$ cat config.mk
export PLATFORM = sky130hd
export DESIGN_NAME = keyport_top
export DESIGN_NICKNAME = d
export VERILOG_FILES = /design/src/inc/keyport_pkg.sv /design/src/inc/keyport_if.sv /design/src/rtl/keyport_interval.sv /design/src/rtl/keyport_top.sv
export VERILOG_INCLUDE_DIRS = /design/src /design/src/inc
export SDC_FILE = /design/constraint.sdc
export NUM_CORES = 1
export LEC_CHECK = 0
export ABC_AREA = 1
export ABC_CLOCK_PERIOD_IN_PS = 4500
export BUFFER_PORTS_ARGS = -buffer_cell sky130_fd_sc_hd__buf_2
export CAP_MARGIN = 20
export CORE_AREA = 2 2 119 133
export CTS_CLUSTER_SIZE = 14
export DETAILED_ROUTE_END_ITERATION = 12
export DIE_AREA = 0 0 121 135
export PLACE_DENSITY = 0.74
export SYNTH_ARGS = -nofsm -noshare
export SYNTH_HDL_FRONTEND = slang
export SYNTH_SLANG_ARGS = --single-unit
$ cat constraint.sdc
create_clock -name REF_CLK_I -period 4.5 [get_ports REF_CLK_I]
set_clock_uncertainty 0.05 [all_clocks]
set_input_delay 0 -clock REF_CLK_I [delete_from_list [all_inputs] [get_ports REF_CLK_I]]
set_output_delay 0 -clock REF_CLK_I [all_outputs]
set_load 0.02 [all_outputs]
$ cat src/inc/keyport_params.svh
/*
  Constants for the key matrix port block: register offsets, field
  positions, reset values, option byte codes and the interval timing.
  Assumes inclusion by bare name from the package and the modules.
*/
`ifndef KEYPORT_PARAMS_SVH
`define KEYPORT_PARAMS_SVH

// register byte offsets on the avalon slave
`define KP_OFF_DIR 5'h00
`define KP_OFF_PULLUP 5'h04
`define KP_OFF_DETECT 5'h08
`define KP_OFF_CTRL 5'h0C
`define KP_OFF_STATUS 5'h10
`define KP_OFF_SAMPLE 5'h14
`define KP_OFF_OUT 5'h18
`define KP_OFF_OPTION 5'h1C

// reset values
`define KP_DIR_RST 8'hFF
`define KP_PULLUP_RST 8'h00
`define KP_DETECT_RST 8'h00
`define KP_OUT_RST 8'h00
`define KP_SCAN_RST 4'hF

// control and status field positions
`define KP_CTRL_LOW_BIT 0
`define KP_CTRL_HIGH_BIT 1
`define KP_CTRL_RUN_BIT 2
`define KP_CTRL_SCAN_LSB 4
`define KP_ST_TICK_BIT 0
`define KP_ST_KEY_BIT 1
`define KP_ST_PIN_LSB 8

// option byte codes
`define KP_OPT_WDT_STOP 8'h6E
`define KP_OPT_HS_32M 8'hE8
`define KP_OPT_DEBUG_ON 8'h84

// key detection spacing
`define KP_INTERVAL_MS 30
`define KP_CLK_HZ 25000000
`define KP_INTERVAL_CYC ((`KP_CLK_HZ / 1000) * `KP_INTERVAL_MS)

`endif

$ cat src/inc/keyport_pkg.sv
/*
  Types for the key matrix port block.
  Assumes keyport_params.svh on the include path.
*/
`include "keyport_params.svh"

package keyport_pkg;
  typedef logic [7:0] byte_t;
  typedef enum logic [0:0] {
    BUS_IDLE = 1'b0,
    BUS_ANSWER = 1'b1
  } bus_state_t;
endpackage : keyport_pkg

$ cat src/inc/keyport_if.sv
/*
  Carrier between the port block and its interval timer.
  Assumes both ends run on the same clock.
*/
`timescale 1ns/1ps
`default_nettype none

interface keyport_if;
  logic run;
  logic tick;
  modport timer (input run, output tick);
  modport user (output run, input tick);
endinterface : keyport_if

`default_nettype wire

$ cat src/rtl/keyport_interval.sv
/*
  Interval timer that paces key detections.
  Assumes run comes from a register on the same clock.
*/
`timescale 1ns/1ps
`default_nettype none

`include "keyport_params.svh"

module keyport_interval
  import keyport_pkg::*;
#(
  parameter int unsigned CYCLES = `KP_INTERVAL_CYC
) (
  input wire logic clk_i,
  input wire logic rst_i,
  keyport_if.timer link
);
  localparam logic [19:0] LAST = 20'(CYCLES - 1);

  logic [19:0] cnt;
  logic [19:0] next_cnt;
  logic tick;
  logic next_tick;

  // count a full interval while running, pulse at its end
  always_comb begin
    next_cnt = 20'h00000;
    next_tick = 1'b0;
    if (link.run) begin
      if (cnt == LAST) begin
        next_tick = 1'b1; // RULE6
      end else begin
        next_cnt = cnt + 20'h00001;
      end
    end
  end

  always_ff @(posedge clk_i) begin
    if (rst_i) begin
      cnt <= 20'h00000;
      tick <= 1'b0;
    end else begin
      cnt <= next_cnt;
      tick <= next_tick;
    end
  end

  assign link.tick = tick;
endmodule : keyport_interval

`default_nettype wire

$ cat src/rtl/keyport_top.sv
/*
  Key matrix port block: port seven direction, pull-up, key-return
  detection, scan lines, paced key sampling and boot option bytes.
  Assumes an avalon-mm master on REF_CLK_I, and pins and option
  straps that are asynchronous to it.
*/
`timescale 1ns/1ps
`default_nettype none

`include "keyport_params.svh"

//////////////////////////////////////////////////////////////////////
// Contract
// RULE1: direction bit 0 drives the pin, 1 makes it an input.
// RULE2: pull-up bit 1 connects the pin pull-up, 0 leaves it off.
// RULE3: software sets pull-up bits 0..3 wherever key-return detection is on.
// RULE4: software makes return pins inputs with pull-ups before waiting for keys.
// RULE5: one command drives all scan lines low, another all high.
// RULE6: key detections are 30 ms apart, paced by the interval timer.
// RULE7: first option byte 01101110B keeps the watchdog stopped after reset.
// RULE8: third option byte 11101000B starts high-speed mode at 32 MHz.
// RULE9: fourth option byte 10000100B enables the debug interface.
// RULE10: detect bit 1 watches its pin for key presses, 0 ignores it.
// RULE11: option bytes are taken once at reset release and held.
module keyport_top
  import keyport_pkg::*;
#(
  parameter int unsigned INTERVAL_CYCLES = `KP_INTERVAL_CYC
) (
  input wire logic REF_CLK_I,
  input wire logic SRST_I,
  input wire logic [4:0] AVS_ADDRESS_I,
  input wire logic AVS_READ_I,
  input wire logic AVS_WRITE_I,
  input wire logic [31:0] AVS_WRITEDATA_I,
  input wire logic [3:0] AVS_BYTEENABLE_I,
  output logic [31:0] AVS_READDATA_O,
  output logic AVS_WAITREQUEST_O,
  input wire logic [7:0] P7_IN_I,
  output logic [7:0] P7_OUT_O,
  output logic [7:0] P7_OE_N_O,
  output logic [7:0] P7_PULLUP_O,
  output logic [3:0] SCAN_O,
  input wire logic [31:0] OPTION_BYTES_I,
  output logic WDT_STOP_O,
  output logic HS_MODE_O,
  output logic FAST_OSC_32M_O,
  output logic DEBUG_EN_O
);

  //////////////////////////////////////////////////////////////////////
  // declarations

  keyport_if tmr_if ();

  bus_state_t state;
  bus_state_t next_state;
  byte_t port_seven_direction;
  byte_t next_port_seven_direction;
  byte_t port_seven_pullup;
  byte_t next_port_seven_pullup;
  byte_t key_return_detect_bits;
  byte_t next_key_return_detect_bits;
  byte_t out_data;
  byte_t next_out_data;
  byte_t sample;
  byte_t next_sample;
  logic [3:0] scan;
  logic [3:0] next_scan;
  logic run;
  logic next_run;
  logic tick_flag;
  logic next_tick_flag;
  logic waitreq;
  logic next_waitreq;
  logic [31:0] rdata;
  logic [31:0] next_rdata;
  logic [31:0] rd_mux;
  logic wr_ok;
  logic key_seen;
  byte_t pressed;

  byte_t pin_meta;
  byte_t pin_sync;
  logic [31:0] opt_meta;
  logic [31:0] opt_sync;

  logic opt_taken;
  logic next_opt_taken;
  logic [31:0] opt_hold;
  logic [31:0] next_opt_hold;
  logic wdt_stop;
  logic next_wdt_stop;
  logic hs_mode;
  logic next_hs_mode;
  logic dbg_en;
  logic next_dbg_en;

  // address match used by read and write decode
  function automatic logic hit(input logic [4:0] addr, input logic [4:0] off);
    hit = (addr == off);
  endfunction : hit

  //////////////////////////////////////////////////////////////////////
  // input synchronisers

  // port pins pass two flops before use
  always_ff @(posedge REF_CLK_I) begin
    pin_meta <= P7_IN_I;
    pin_sync <= pin_meta;
  end

  // option straps, one two-flop stage per byte
  genvar gi;
  generate
    for (gi = 0; gi < 4; gi++) begin : g_opt_sync
      always_ff @(posedge REF_CLK_I) begin
        opt_meta[8*gi +: 8] <= OPTION_BYTES_I[8*gi +: 8];
        opt_sync[8*gi +: 8] <= opt_meta[8*gi +: 8];
      end
    end
  endgenerate

  //////////////////////////////////////////////////////////////////////
  // interval timer

  assign tmr_if.run = run;

  keyport_interval #(
    .CYCLES(INTERVAL_CYCLES)
  ) u_interval (
    .clk_i(REF_CLK_I),
    .rst_i(SRST_I),
    .link(tmr_if)
  );

  //////////////////////////////////////////////////////////////////////
  // key detection and read mux

  // pressed keys pull low; only enabled return pins count
  assign pressed = key_return_detect_bits & ~pin_sync; // RULE10
  assign key_seen = |pressed;
  assign wr_ok = (state == BUS_ANSWER) && AVS_WRITE_I && AVS_BYTEENABLE_I[0];

  // read data for the addressed register, zero when unmapped
  always_comb begin
    rd_mux = 32'h00000000;
    if (hit(AVS_ADDRESS_I, `KP_OFF_DIR)) begin
      rd_mux[7:0] = port_seven_direction;
    end else if (hit(AVS_ADDRESS_I, `KP_OFF_PULLUP)) begin
      rd_mux[7:0] = port_seven_pullup;
    end else if (hit(AVS_ADDRESS_I, `KP_OFF_DETECT)) begin
      rd_mux[7:0] = key_return_detect_bits;
    end else if (hit(AVS_ADDRESS_I, `KP_OFF_CTRL)) begin
      rd_mux[`KP_CTRL_RUN_BIT] = run;
      rd_mux[`KP_CTRL_SCAN_LSB +: 4] = scan;
    end else if (hit(AVS_ADDRESS_I, `KP_OFF_STATUS)) begin
      rd_mux[`KP_ST_TICK_BIT] = tick_flag;
      rd_mux[`KP_ST_KEY_BIT] = key_seen;
      rd_mux[`KP_ST_PIN_LSB +: 8] = pin_sync;
    end else if (hit(AVS_ADDRESS_I, `KP_OFF_SAMPLE)) begin
      rd_mux[7:0] = sample;
    end else if (hit(AVS_ADDRESS_I, `KP_OFF_OUT)) begin
      rd_mux[7:0] = out_data;
    end else if (hit(AVS_ADDRESS_I, `KP_OFF_OPTION)) begin
      rd_mux = opt_hold;
    end
  end

  //////////////////////////////////////////////////////////////////////
  // bus slave and port registers

  // one wait cycle, then the answer; writes land at the answer edge
  always_comb begin
    next_state = state;
    next_waitreq = waitreq;
    next_rdata = rdata;
    next_port_seven_direction = port_seven_direction;
    next_port_seven_pullup = port_seven_pullup;
    next_key_return_detect_bits = key_return_detect_bits;
    next_out_data = out_data;
    next_scan = scan;
    next_run = run;
    next_tick_flag = tick_flag;
    next_sample = sample;
    case (state)
      BUS_IDLE: begin
        if (AVS_READ_I || AVS_WRITE_I) begin
          next_state = BUS_ANSWER;
          next_waitreq = 1'b0;
          next_rdata = rd_mux;
        end
      end
      BUS_ANSWER: begin
        next_state = BUS_IDLE;
        next_waitreq = 1'b1;
      end
      default: begin
        next_state = BUS_IDLE;
        next_waitreq = 1'b1;
      end
    endcase
    if (wr_ok) begin
      if (hit(AVS_ADDRESS_I, `KP_OFF_DIR)) begin
        next_port_seven_direction = AVS_WRITEDATA_I[7:0]; // RULE1
      end else if (hit(AVS_ADDRESS_I, `KP_OFF_PULLUP)) begin
        next_port_seven_pullup = AVS_WRITEDATA_I[7:0]; // RULE2
      end else if (hit(AVS_ADDRESS_I, `KP_OFF_DETECT)) begin
        next_key_return_detect_bits = AVS_WRITEDATA_I[7:0];
      end else if (hit(AVS_ADDRESS_I, `KP_OFF_OUT)) begin
        next_out_data = AVS_WRITEDATA_I[7:0];
      end else if (hit(AVS_ADDRESS_I, `KP_OFF_CTRL)) begin
        next_run = AVS_WRITEDATA_I[`KP_CTRL_RUN_BIT];
        if (AVS_WRITEDATA_I[`KP_CTRL_LOW_BIT]) begin
          next_scan = 4'h0; // RULE5
        end else if (AVS_WRITEDATA_I[`KP_CTRL_HIGH_BIT]) begin
          next_scan = 4'hF; // RULE5
        end
      end else if (hit(AVS_ADDRESS_I, `KP_OFF_STATUS)) begin
        if (AVS_WRITEDATA_I[`KP_ST_TICK_BIT]) begin
          next_tick_flag = 1'b0;
        end
      end
    end
    // a tick wins over a clear in the same cycle
    if (tmr_if.tick) begin
      next_tick_flag = 1'b1; // RULE6
      next_sample = pressed; // RULE6
    end
  end

  always_ff @(posedge REF_CLK_I) begin
    if (SRST_I) begin
      state <= BUS_IDLE;
      waitreq <= 1'b1;
      rdata <= 32'h00000000;
      port_seven_direction <= `KP_DIR_RST;
      port_seven_pullup <= `KP_PULLUP_RST;
      key_return_detect_bits <= `KP_DETECT_RST;
      out_data <= `KP_OUT_RST;
      scan <= `KP_SCAN_RST;
      run <= 1'b0;
      tick_flag <= 1'b0;
      sample <= 8'h00;
    end else begin
      state <= next_state;
      waitreq <= next_waitreq;
      rdata <= next_rdata;
      port_seven_direction <= next_port_seven_direction;
      port_seven_pullup <= next_port_seven_pullup;
      key_return_detect_bits <= next_key_return_detect_bits;
      out_data <= next_out_data;
      scan <= next_scan;
      run <= next_run;
      tick_flag <= next_tick_flag;
      sample <= next_sample;
    end
  end

  //////////////////////////////////////////////////////////////////////
  // option bytes, taken once after reset release

  always_comb begin
    next_opt_taken = 1'b1;
    next_opt_hold = opt_hold;
    next_wdt_stop = wdt_stop;
    next_hs_mode = hs_mode;
    next_dbg_en = dbg_en;
    if (!opt_taken) begin
      next_opt_hold = opt_sync; // RULE11
      next_wdt_stop = (opt_sync[7:0] == `KP_OPT_WDT_STOP); // RULE7
      next_hs_mode = (opt_sync[23:16] == `KP_OPT_HS_32M); // RULE8
      next_dbg_en = (opt_sync[31:24] == `KP_OPT_DEBUG_ON); // RULE9
    end
  end

  always_ff @(posedge REF_CLK_I) begin
    if (SRST_I) begin
      opt_taken <= 1'b0;
      opt_hold <= 32'h00000000;
      wdt_stop <= 1'b0;
      hs_mode <= 1'b0;
      dbg_en <= 1'b0;
    end else begin
      opt_taken <= next_opt_taken;
      opt_hold <= next_opt_hold;
      wdt_stop <= next_wdt_stop;
      hs_mode <= next_hs_mode;
      dbg_en <= next_dbg_en;
    end
  end

  //////////////////////////////////////////////////////////////////////
  // outputs, all from flops

  assign AVS_READDATA_O = rdata;
  assign AVS_WAITREQUEST_O = waitreq;
  assign P7_OUT_O = out_data;
  assign P7_OE_N_O = port_seven_direction; // RULE1
  assign P7_PULLUP_O = port_seven_pullup; // RULE2
  assign SCAN_O = scan;
  assign WDT_STOP_O = wdt_stop;
  assign HS_MODE_O = hs_mode;
  assign FAST_OSC_32M_O = hs_mode;
  assign DEBUG_EN_O = dbg_en;
endmodule : keyport_top

`default_nettype wire

==> run summary, run 1 <==
status -> finished, final reports clean
Finished Layout Cells -> 1,237
Site Rows -> 47
fmax -> 0.491 GHz
Max Slew Vio Count -> 0
setup repair bufs after CTS -> 0
Post-CTS Hold Fix Bufs -> 52
Avg Vias per Cell -> 5.05
CP Class -> register to register
end of the worst register-to-register path -> WDT_STOP_O$_SDFFE_PP0N_
DRT antenna net count -> 0
sequential fraction of the synthesis area -> 57.9%
first-pass GRT wire length -> 28,300 um
HPWL Detailed -> 11,800 um
vias in the first global route -> 5,729
Post-Place Cells -> 1,150
Synth Cell Area -> 0.00740 mm^2
worst reg2reg path depth -> 6
Die Y -> 135 um
clock sinks -> 214
RSZ-0062 raised after global routing -> no
drt pass-1 iters -> 5
Setup crit end kind -> register
Post-synth ARST share -> 0%
1st-iter DRT viols -> 386
Final min period -> 2040 ps
largest net degree at the start of global routing -> 74
Routed WL -> 17,400 um
Primary FF master, synth -> dfxtp_1
Die ar. -> 0.0163 mm^2
vias -> 6,253
Yosys reg bits -> 214
largest cells by area after synthesis -> dfxtp_1 58%, nand2_1 8.2%, nor2_1 5.8%
hold wc startpoint -> AVS_BYTEENABLE_I[0]
IO Pins -> 150
CTS tree -> yes
warning count from the yosys run -> 0
antenna violations before repair -> 1
P_int -> 0.00300 W
Syn Inst Count -> 869
RR Startpoint -> opt_taken$_DFF_P_
P&R area growth vs syn -> 25.0%
Synth Net Count -> 955
nets -> 1,115
Setup-failing EPs final -> 0
total CTS buffers -> 21
CP max FO -> 30
Crit path required time -> 4800 ps
Yosys top cell by area -> dfxtp_1
setup TNS -> 0 ps
DIE WIDTH -> 121 um
Reg clk slew, reported paths -> 60 ps
fraction of layout instances using a drive strength above 1 -> 18.3%
Max clock buf depth -> 3
CP Launch Type -> register
Antenna Cells -> 0
worst hold slack -> 9.72 ps
switching pwr -> 0.000841 W
Synth cell types -> 39
final hold vios -> 0
Hold Path Depth -> 4
crit path DAT -> 2340 ps
total of max-cap violations -> 0
Worst Hold Path EP -> run$_SDFFE_PP0P_
Clk pwr share -> 42.6%
initial core utilization -> 49.7%
wire length per cell -> 14.1 um
Root Driver -> clkbuf_16
Sw Share -> 21.9%
Power Dens Cells -> 416 mW/mm^2
CTS H-tree depth -> 1
Gate power share -> 5.6%
hold crit path type -> primary input to register
DRC viols -> 0
maximum VDD drop -> 298 uV
Clock Latency Late Sink -> 500 ps
Yosys top cell area share -> 57.9%
Overflow after GRT -> 0
number of flops mapped to enable cells by yosys -> 0
Fillers -> 1,247
syn_area_per_cell -> 8.52 um^2
RePlAce Congestion -> 0.917
Core Area -> 0.0149 mm^2
Total Routing Usage GR -> 21.5%
Rel. slew slack -> 44.8%
Port Buffers -> 122
P_leak -> 3.95 nW
flop2flop setup slack -> 2460 ps
sequential share of power -> 51.9%
Tcrit/Tclk final -> 45.3%
CTS resizes -> 0
Worst Max-Slew Pin Slew -> 827 ps
==> cell type report <==
cell class	count	area, um^2	share of cell area, %
timing repair buffer	178	1160	12.5
clock buffer	31	623	6.73
multi-input combinational	546	2650	28.7
sequential	214	4280	46.3
clock inverter	4	30.0	0.325
inverter	68	255	2.76
tap	196	245	2.65
==> routing by layer <==
metal / share of wire [%] / GRT usage (%)
met3: 6.8 / 3.34
met2: 46 / 34.2
met5: 0.075 / 0
met1: 44 / 28.9
met4: 3.4 / 9.50
==> how the worst max path moves through the flow <==
stage | cells past startpoint | slack (ps) | end | from
floorplan | 9 | 2870 | u_interval.cnt[10]$_SDFF_PP0_ | u_interval.cnt[0]$_SDFF_PP0_
global placement | 6 | 2490 | WDT_STOP_O$_SDFFE_PP0N_ | opt_taken$_DFF_P_
detailed placement | 6 | 2470 | WDT_STOP_O$_SDFFE_PP0N_ | opt_taken$_DFF_P_
CTS | 6 | 2470 | WDT_STOP_O$_SDFFE_PP0N_ | opt_taken$_DFF_P_
global route | 4 | 2210 | opt_hold[6]$_SDFFE_PP0N_ | opt_taken$_DFF_P_
finish | 6 | 2460 | WDT_STOP_O$_SDFFE_PP0N_ | opt_taken$_DFF_P_
==> Yosys cell counts, drive strengths merged, types with 2 or more instances <==
library cell	count
nor2	125
nand3	28
inv	67
nand3b	4
nor3b	2
dfxtp	214
o211ai	9
xor2	4
nor4	2
a21oi	78
nor3	17
or2	3
nand2	165
a22oi	3
clkbuf	29
buf	12
nand4	27
a211oi	3
o21ai	72
==> kinds of logic (layout without fill, tap and decap cells) <==
family	count (synthesis)	count (layout)	synth area share (%)
AO/OA/AOI/OAI	166	166	12.1
XOR/XNOR	5	5	0.592
adder cells (fa/ha/maj)	1	1	0.169
buffers and inverters	109	281	6.24
flip-flops	214	214	57.9
AND/OR/NAND/NOR	374	374	23.0
==> per-stage QoR <==
| stage | instance area (um^2) | util [%] | worst slack (ps) | power [W] |
|---|---|---|---|---|
| 6_report | 9250 | 62.2 | 2460 | 0.00385 |
| 5_1_grt | 9250 | 62.2 | 2210 | 0.00400 |
| 3_5_place_dp | 8080 | 54.3 | 2470 | 0.00221 |
| 2_1_floorplan | 7400 | - | 2870 | 0.00214 |
| 3_3_place_gp | 8080 | 54.3 | 2490 | 0.00221 |
| 4_1_cts | 9250 | 62.2 | 2470 | 0.00388 |
==> flip-flops by register name, summed over array words and instances, names as in the netlist, 20 cells and up <==
name            cells
opt_meta           32
u_interval.cnt     20
opt_hold           32
opt_sync           32
AVS_READDATA_O     32
==> cell usage in the layout (no fill, tap or decap), drive strengths merged, types with 4 or more instances in the layout <==
cell	instances
nor2	125
xor2	4
clkbuf	31
dfxtp	214
nand4	27
nor3	17
inv	68
nand2	165
o21ai	72
o211ai	9
nand3	28
a21oi	78
dlygate4sd3	52
nand3b	4
buf	126
==> worst max-delay path: stages (launching register included) <==
cell and delay (ps):
dfxtp_1 850, inv_1 370, buf_4 340, nand2_1 110
nor4_1 50, nand2_1 50, a21oi_1 50
==> power by group through the flow <==
stage          logic [W]  clock network [W]  registers (W)
3_3_place_gp    0.000175                  0        0.00203
2_1_floorplan   0.000104                  0        0.00203
4_1_cts         0.000212            0.00168        0.00199
3_5_place_dp    0.000177                  0        0.00204
5_1_grt         0.000237            0.00176        0.00200
6_report        0.000214            0.00164        0.00199
Note: power is estimated with default switching activity, not from simulation.
==> inputs of run 2 (changes only) <==
--- a/config.mk
+++ b/config.mk
@@ -7,7 +7,7 @@
 export NUM_CORES = 1
 export LEC_CHECK = 0
 export ABC_AREA = 1
-export ABC_CLOCK_PERIOD_IN_PS = 4500
+export ABC_CLOCK_PERIOD_IN_PS = 2009
 export BUFFER_PORTS_ARGS = -buffer_cell sky130_fd_sc_hd__buf_2
 export CAP_MARGIN = 20
 export CORE_AREA = 2 2 119 133
==> constraint.sdc (replaced) <==
create_clock -name REF_CLK_I -period 2.01 [get_ports REF_CLK_I]
set_clock_uncertainty 0.05 [all_clocks]
set_input_delay 0 -clock REF_CLK_I [delete_from_list [all_inputs] [get_ports REF_CLK_I]]
set_output_delay 0 -clock REF_CLK_I [all_outputs]
set_load 0.02 [all_outputs]
==> run 2 against run 1 <==
Clock power grew 130%; via count shrank 0.29%; global-route usage grew 0.61 points; sequential cell count is the same; final cell count grew 0.81%; power grew 130%; die area is the same; fmax grew 14%; clock-buffer cell count shrank 1; register-to-register slack lost 2200 ps; critical endpoint is now u_interval.cnt[13]$_SDFF_PP0_; largest cell class unchanged.
==> run summary, run 2 (same netlist as run 1, synthesis figures left out) <==
Max Slew Vio Count -> 0 (unchanged)
Overflow after GRT -> 0 (unchanged)
HPWL Detailed -> 12,300 um (was 11,800 um)
Clock Latency Late Sink -> 490 ps (was 500 ps)
status -> finished, final reports clean (unchanged)
DRT antenna net count -> 0 (unchanged)
vias -> 6,235 (was 6,253)
largest stage delay on the critical path -> 350 ps (was 850 ps)
Clk pwr share -> 42.7% (was 42.6%)
hold crit path type -> primary input to register (unchanged)
Setup crit end kind -> register (unchanged)
Reg clk slew, reported paths -> 60 ps (about the same)
setup TNS -> 0 ps (unchanged)
Power, Total -> 0.00867 W (was 0.00385 W)
Antenna Cells -> 0 (unchanged)
Rel. slew slack -> 56.8% (was 44.8%)
vias in the first global route -> 5,846 (was 5,729)
crit path DAT -> 2110 ps (was 2340 ps)
P_int -> 0.00677 W (was 0.00300 W)
clock sinks -> 214 (unchanged)
Top Layer Used -> met4 (was met5)
Power Dens Cells -> 930 mW/mm^2 (was 416 mW/mm^2)
Die ar. -> 0.0163 mm^2 (unchanged)
RePlAce Congestion -> 0.854 (was 0.917)
Core Area -> 0.0149 mm^2 (unchanged)
fmax -> 0.558 GHz (was 0.491 GHz)
Port Buffers -> 122 (unchanged)
first-pass GRT wire length -> 29,000 um (was 28,300 um)
met2 WL -> 8520 um (was 8040 um)
commonest cells after routing, fill and taps aside -> 214 x dfxtp_1, 162 x nand2_1, 122 x buf_2 (unchanged)
DRC viols -> 0 (unchanged)
Setup-failing EPs final -> 0 (unchanged)
WL met3 -> 1100 um (was 1190 um)
DIE WIDTH -> 121 um (unchanged)
P&R area growth vs syn -> 26.0% (was 25.0%)
wl on met1 -> 7960 um (was 7610 um)
CP Class -> register to register (unchanged)
wire length per cell -> 14.5 um (was 14.1 um)
Root Driver -> clkbuf_16 (unchanged)
Slowest-stage cell, CP -> dfxtp_1 (unchanged)
Total Routing Usage GR -> 22.1% (was 21.5%)
maximum VDD drop -> 735 uV (was 298 uV)
Avg Vias per Cell -> 5.00 (was 5.05)
Site Rows -> 47 (unchanged)
IO Pins -> 150 (unchanged)
Routed WL -> 18,000 um (was 17,400 um)
Tcrit/Tclk final -> 89.2% (was 45.3%)
final hold vios -> 0 (unchanged)
most common cell after layout, fill and taps aside -> dfxtp_1 (unchanged)
Max clock buf depth -> 3 (unchanged)
nets -> 1,124 (was 1,115)
CTS tree -> yes (unchanged)
Crit path required time -> 2330 ps (was 4800 ps)
Die Y -> 135 um (unchanged)
largest net degree at the start of global routing -> 73 (was 74)
drt pass-1 iters -> 7 (was 5)
CP max FO -> 19 (was 30)
switching pwr -> 0.00190 W (was 0.000841 W)
CP Cell Sequence -> ha_1 -> nand2_1 -> nor2_1 -> inv_2 -> nor2_2 -> nand3_1 -> nand2_4 -> nor3b_1 (was inv_1 -> buf_4 -> nand2_1 -> nor4_1 -> nand2_1 -> a21oi_1)
RSZ-0062 raised after global routing -> no (unchanged)
sequential share of power -> 51.5% (was 51.9%)
CP Launch Type -> register (unchanged)
total of max-cap violations -> 0 (unchanged)
Worst Max-Slew Pin Slew -> 648 ps (was 827 ps)
antenna violations before repair -> 0 (was 1)
CTS H-tree depth -> 1 (unchanged)
setup repair bufs after CTS -> 0 (unchanged)
initial core utilization -> 49.7% (unchanged)
total CTS buffers -> 21 (unchanged)
fraction of layout instances using a drive strength above 1 -> 18.9% (was 18.3%)
Gate power share -> 5.8% (was 5.6%)
1st-iter DRT viols -> 448 (was 386)
Final min period -> 1790 ps (was 2040 ps)
P_leak -> 3.99 nW (was 3.95 nW)
Sw Share -> 22.0% (was 21.9%)
==> run 2: changes by cell type in the layout (fill, tap and decap cells not counted), sizes merged <==
cell / delta
clkinv: +1
buf: +9
bufinv: +1
clkbuf: -1
==> run 2: layer usage <==
metal | up-vias | global-route usage (%)
met1 | 2830 | 28.9
li1 | 3174 | -
met3 | 31 | 3.08
met4 | 0 | 7.30
met2 | 200 | 37.6
met5 | - | 0
==> run 2: worst max-delay path, delay by kind of cell, from the launching register on <==
family / cells / cell delay, ps
adders and majority gates: 1 / 240
buffers and inverters: 1 / 90
DFF: 1 / 350
and+or+nand+nor: 6 / 920
==> run 2: repair_timing <==
item	CTS	global route
endpoints found under the hold margin	77	0
hold buffers	52	0
endpoints found under the setup margin	0	19
resized for setup	0	1
==> run 2: layout make-up <==
cell class                      instances  area (um^2)
Sequential cell                       214         4280
Clock buffer                           30          589
Clock inverter                          6         61.3
Timing Repair Buffer                  187         1230
Fill cell                            1257         5560
Inverter                               68          255
Multi-Input combinational cell        546         2660
Tap cell                              196          245
==> run 2: power by group through the flow <==
stage | registers [W] | clock network, W | logic [W]
floorplan | 0.00455 | 0 | 0.000234
global placement | 0.00455 | 0 | 0.000411
detailed placement | 0.00456 | 0 | 0.000415
CTS | 0.00446 | 0.00376 | 0.000498
global route | 0.00447 | 0.00395 | 0.000556
finish | 0.00446 | 0.00371 | 0.000503
==> run 2: worst paths after layout <==
check | startpoint | endpoint | slack [ps] | cells past startpoint
hold reg to reg | opt_meta[9]$_DFF_P_ | opt_sync[9]$_DFF_P_ | 270 | 0
hold / removal | AVS_BYTEENABLE_I[0] | key_return_detect_bits[7]$_SDFFE_PP0P_ | 20 | 4
setup reg to reg | u_interval.cnt[0]$_SDFF_PP0_ | u_interval.cnt[13]$_SDFF_PP0_ | 220 | 8
setup / recovery | u_interval.cnt[0]$_SDFF_PP0_ | u_interval.cnt[13]$_SDFF_PP0_ | 220 | 8
==> run 2: through the flow <==
stage	utilization, %	cells	setup slack, ps	cell area [um^2]	hold WS, ps
global placement	54.8	1159	205	8150	52.0
floorplan	-	869	379	7400	-22.3
finish	62.7	1247	218	9320	17.4
detailed placement	54.8	1159	158	8150	53.6
CTS	62.6	1247	119	9320	12.4
global route	62.7	1247	21.6	9320	31.6
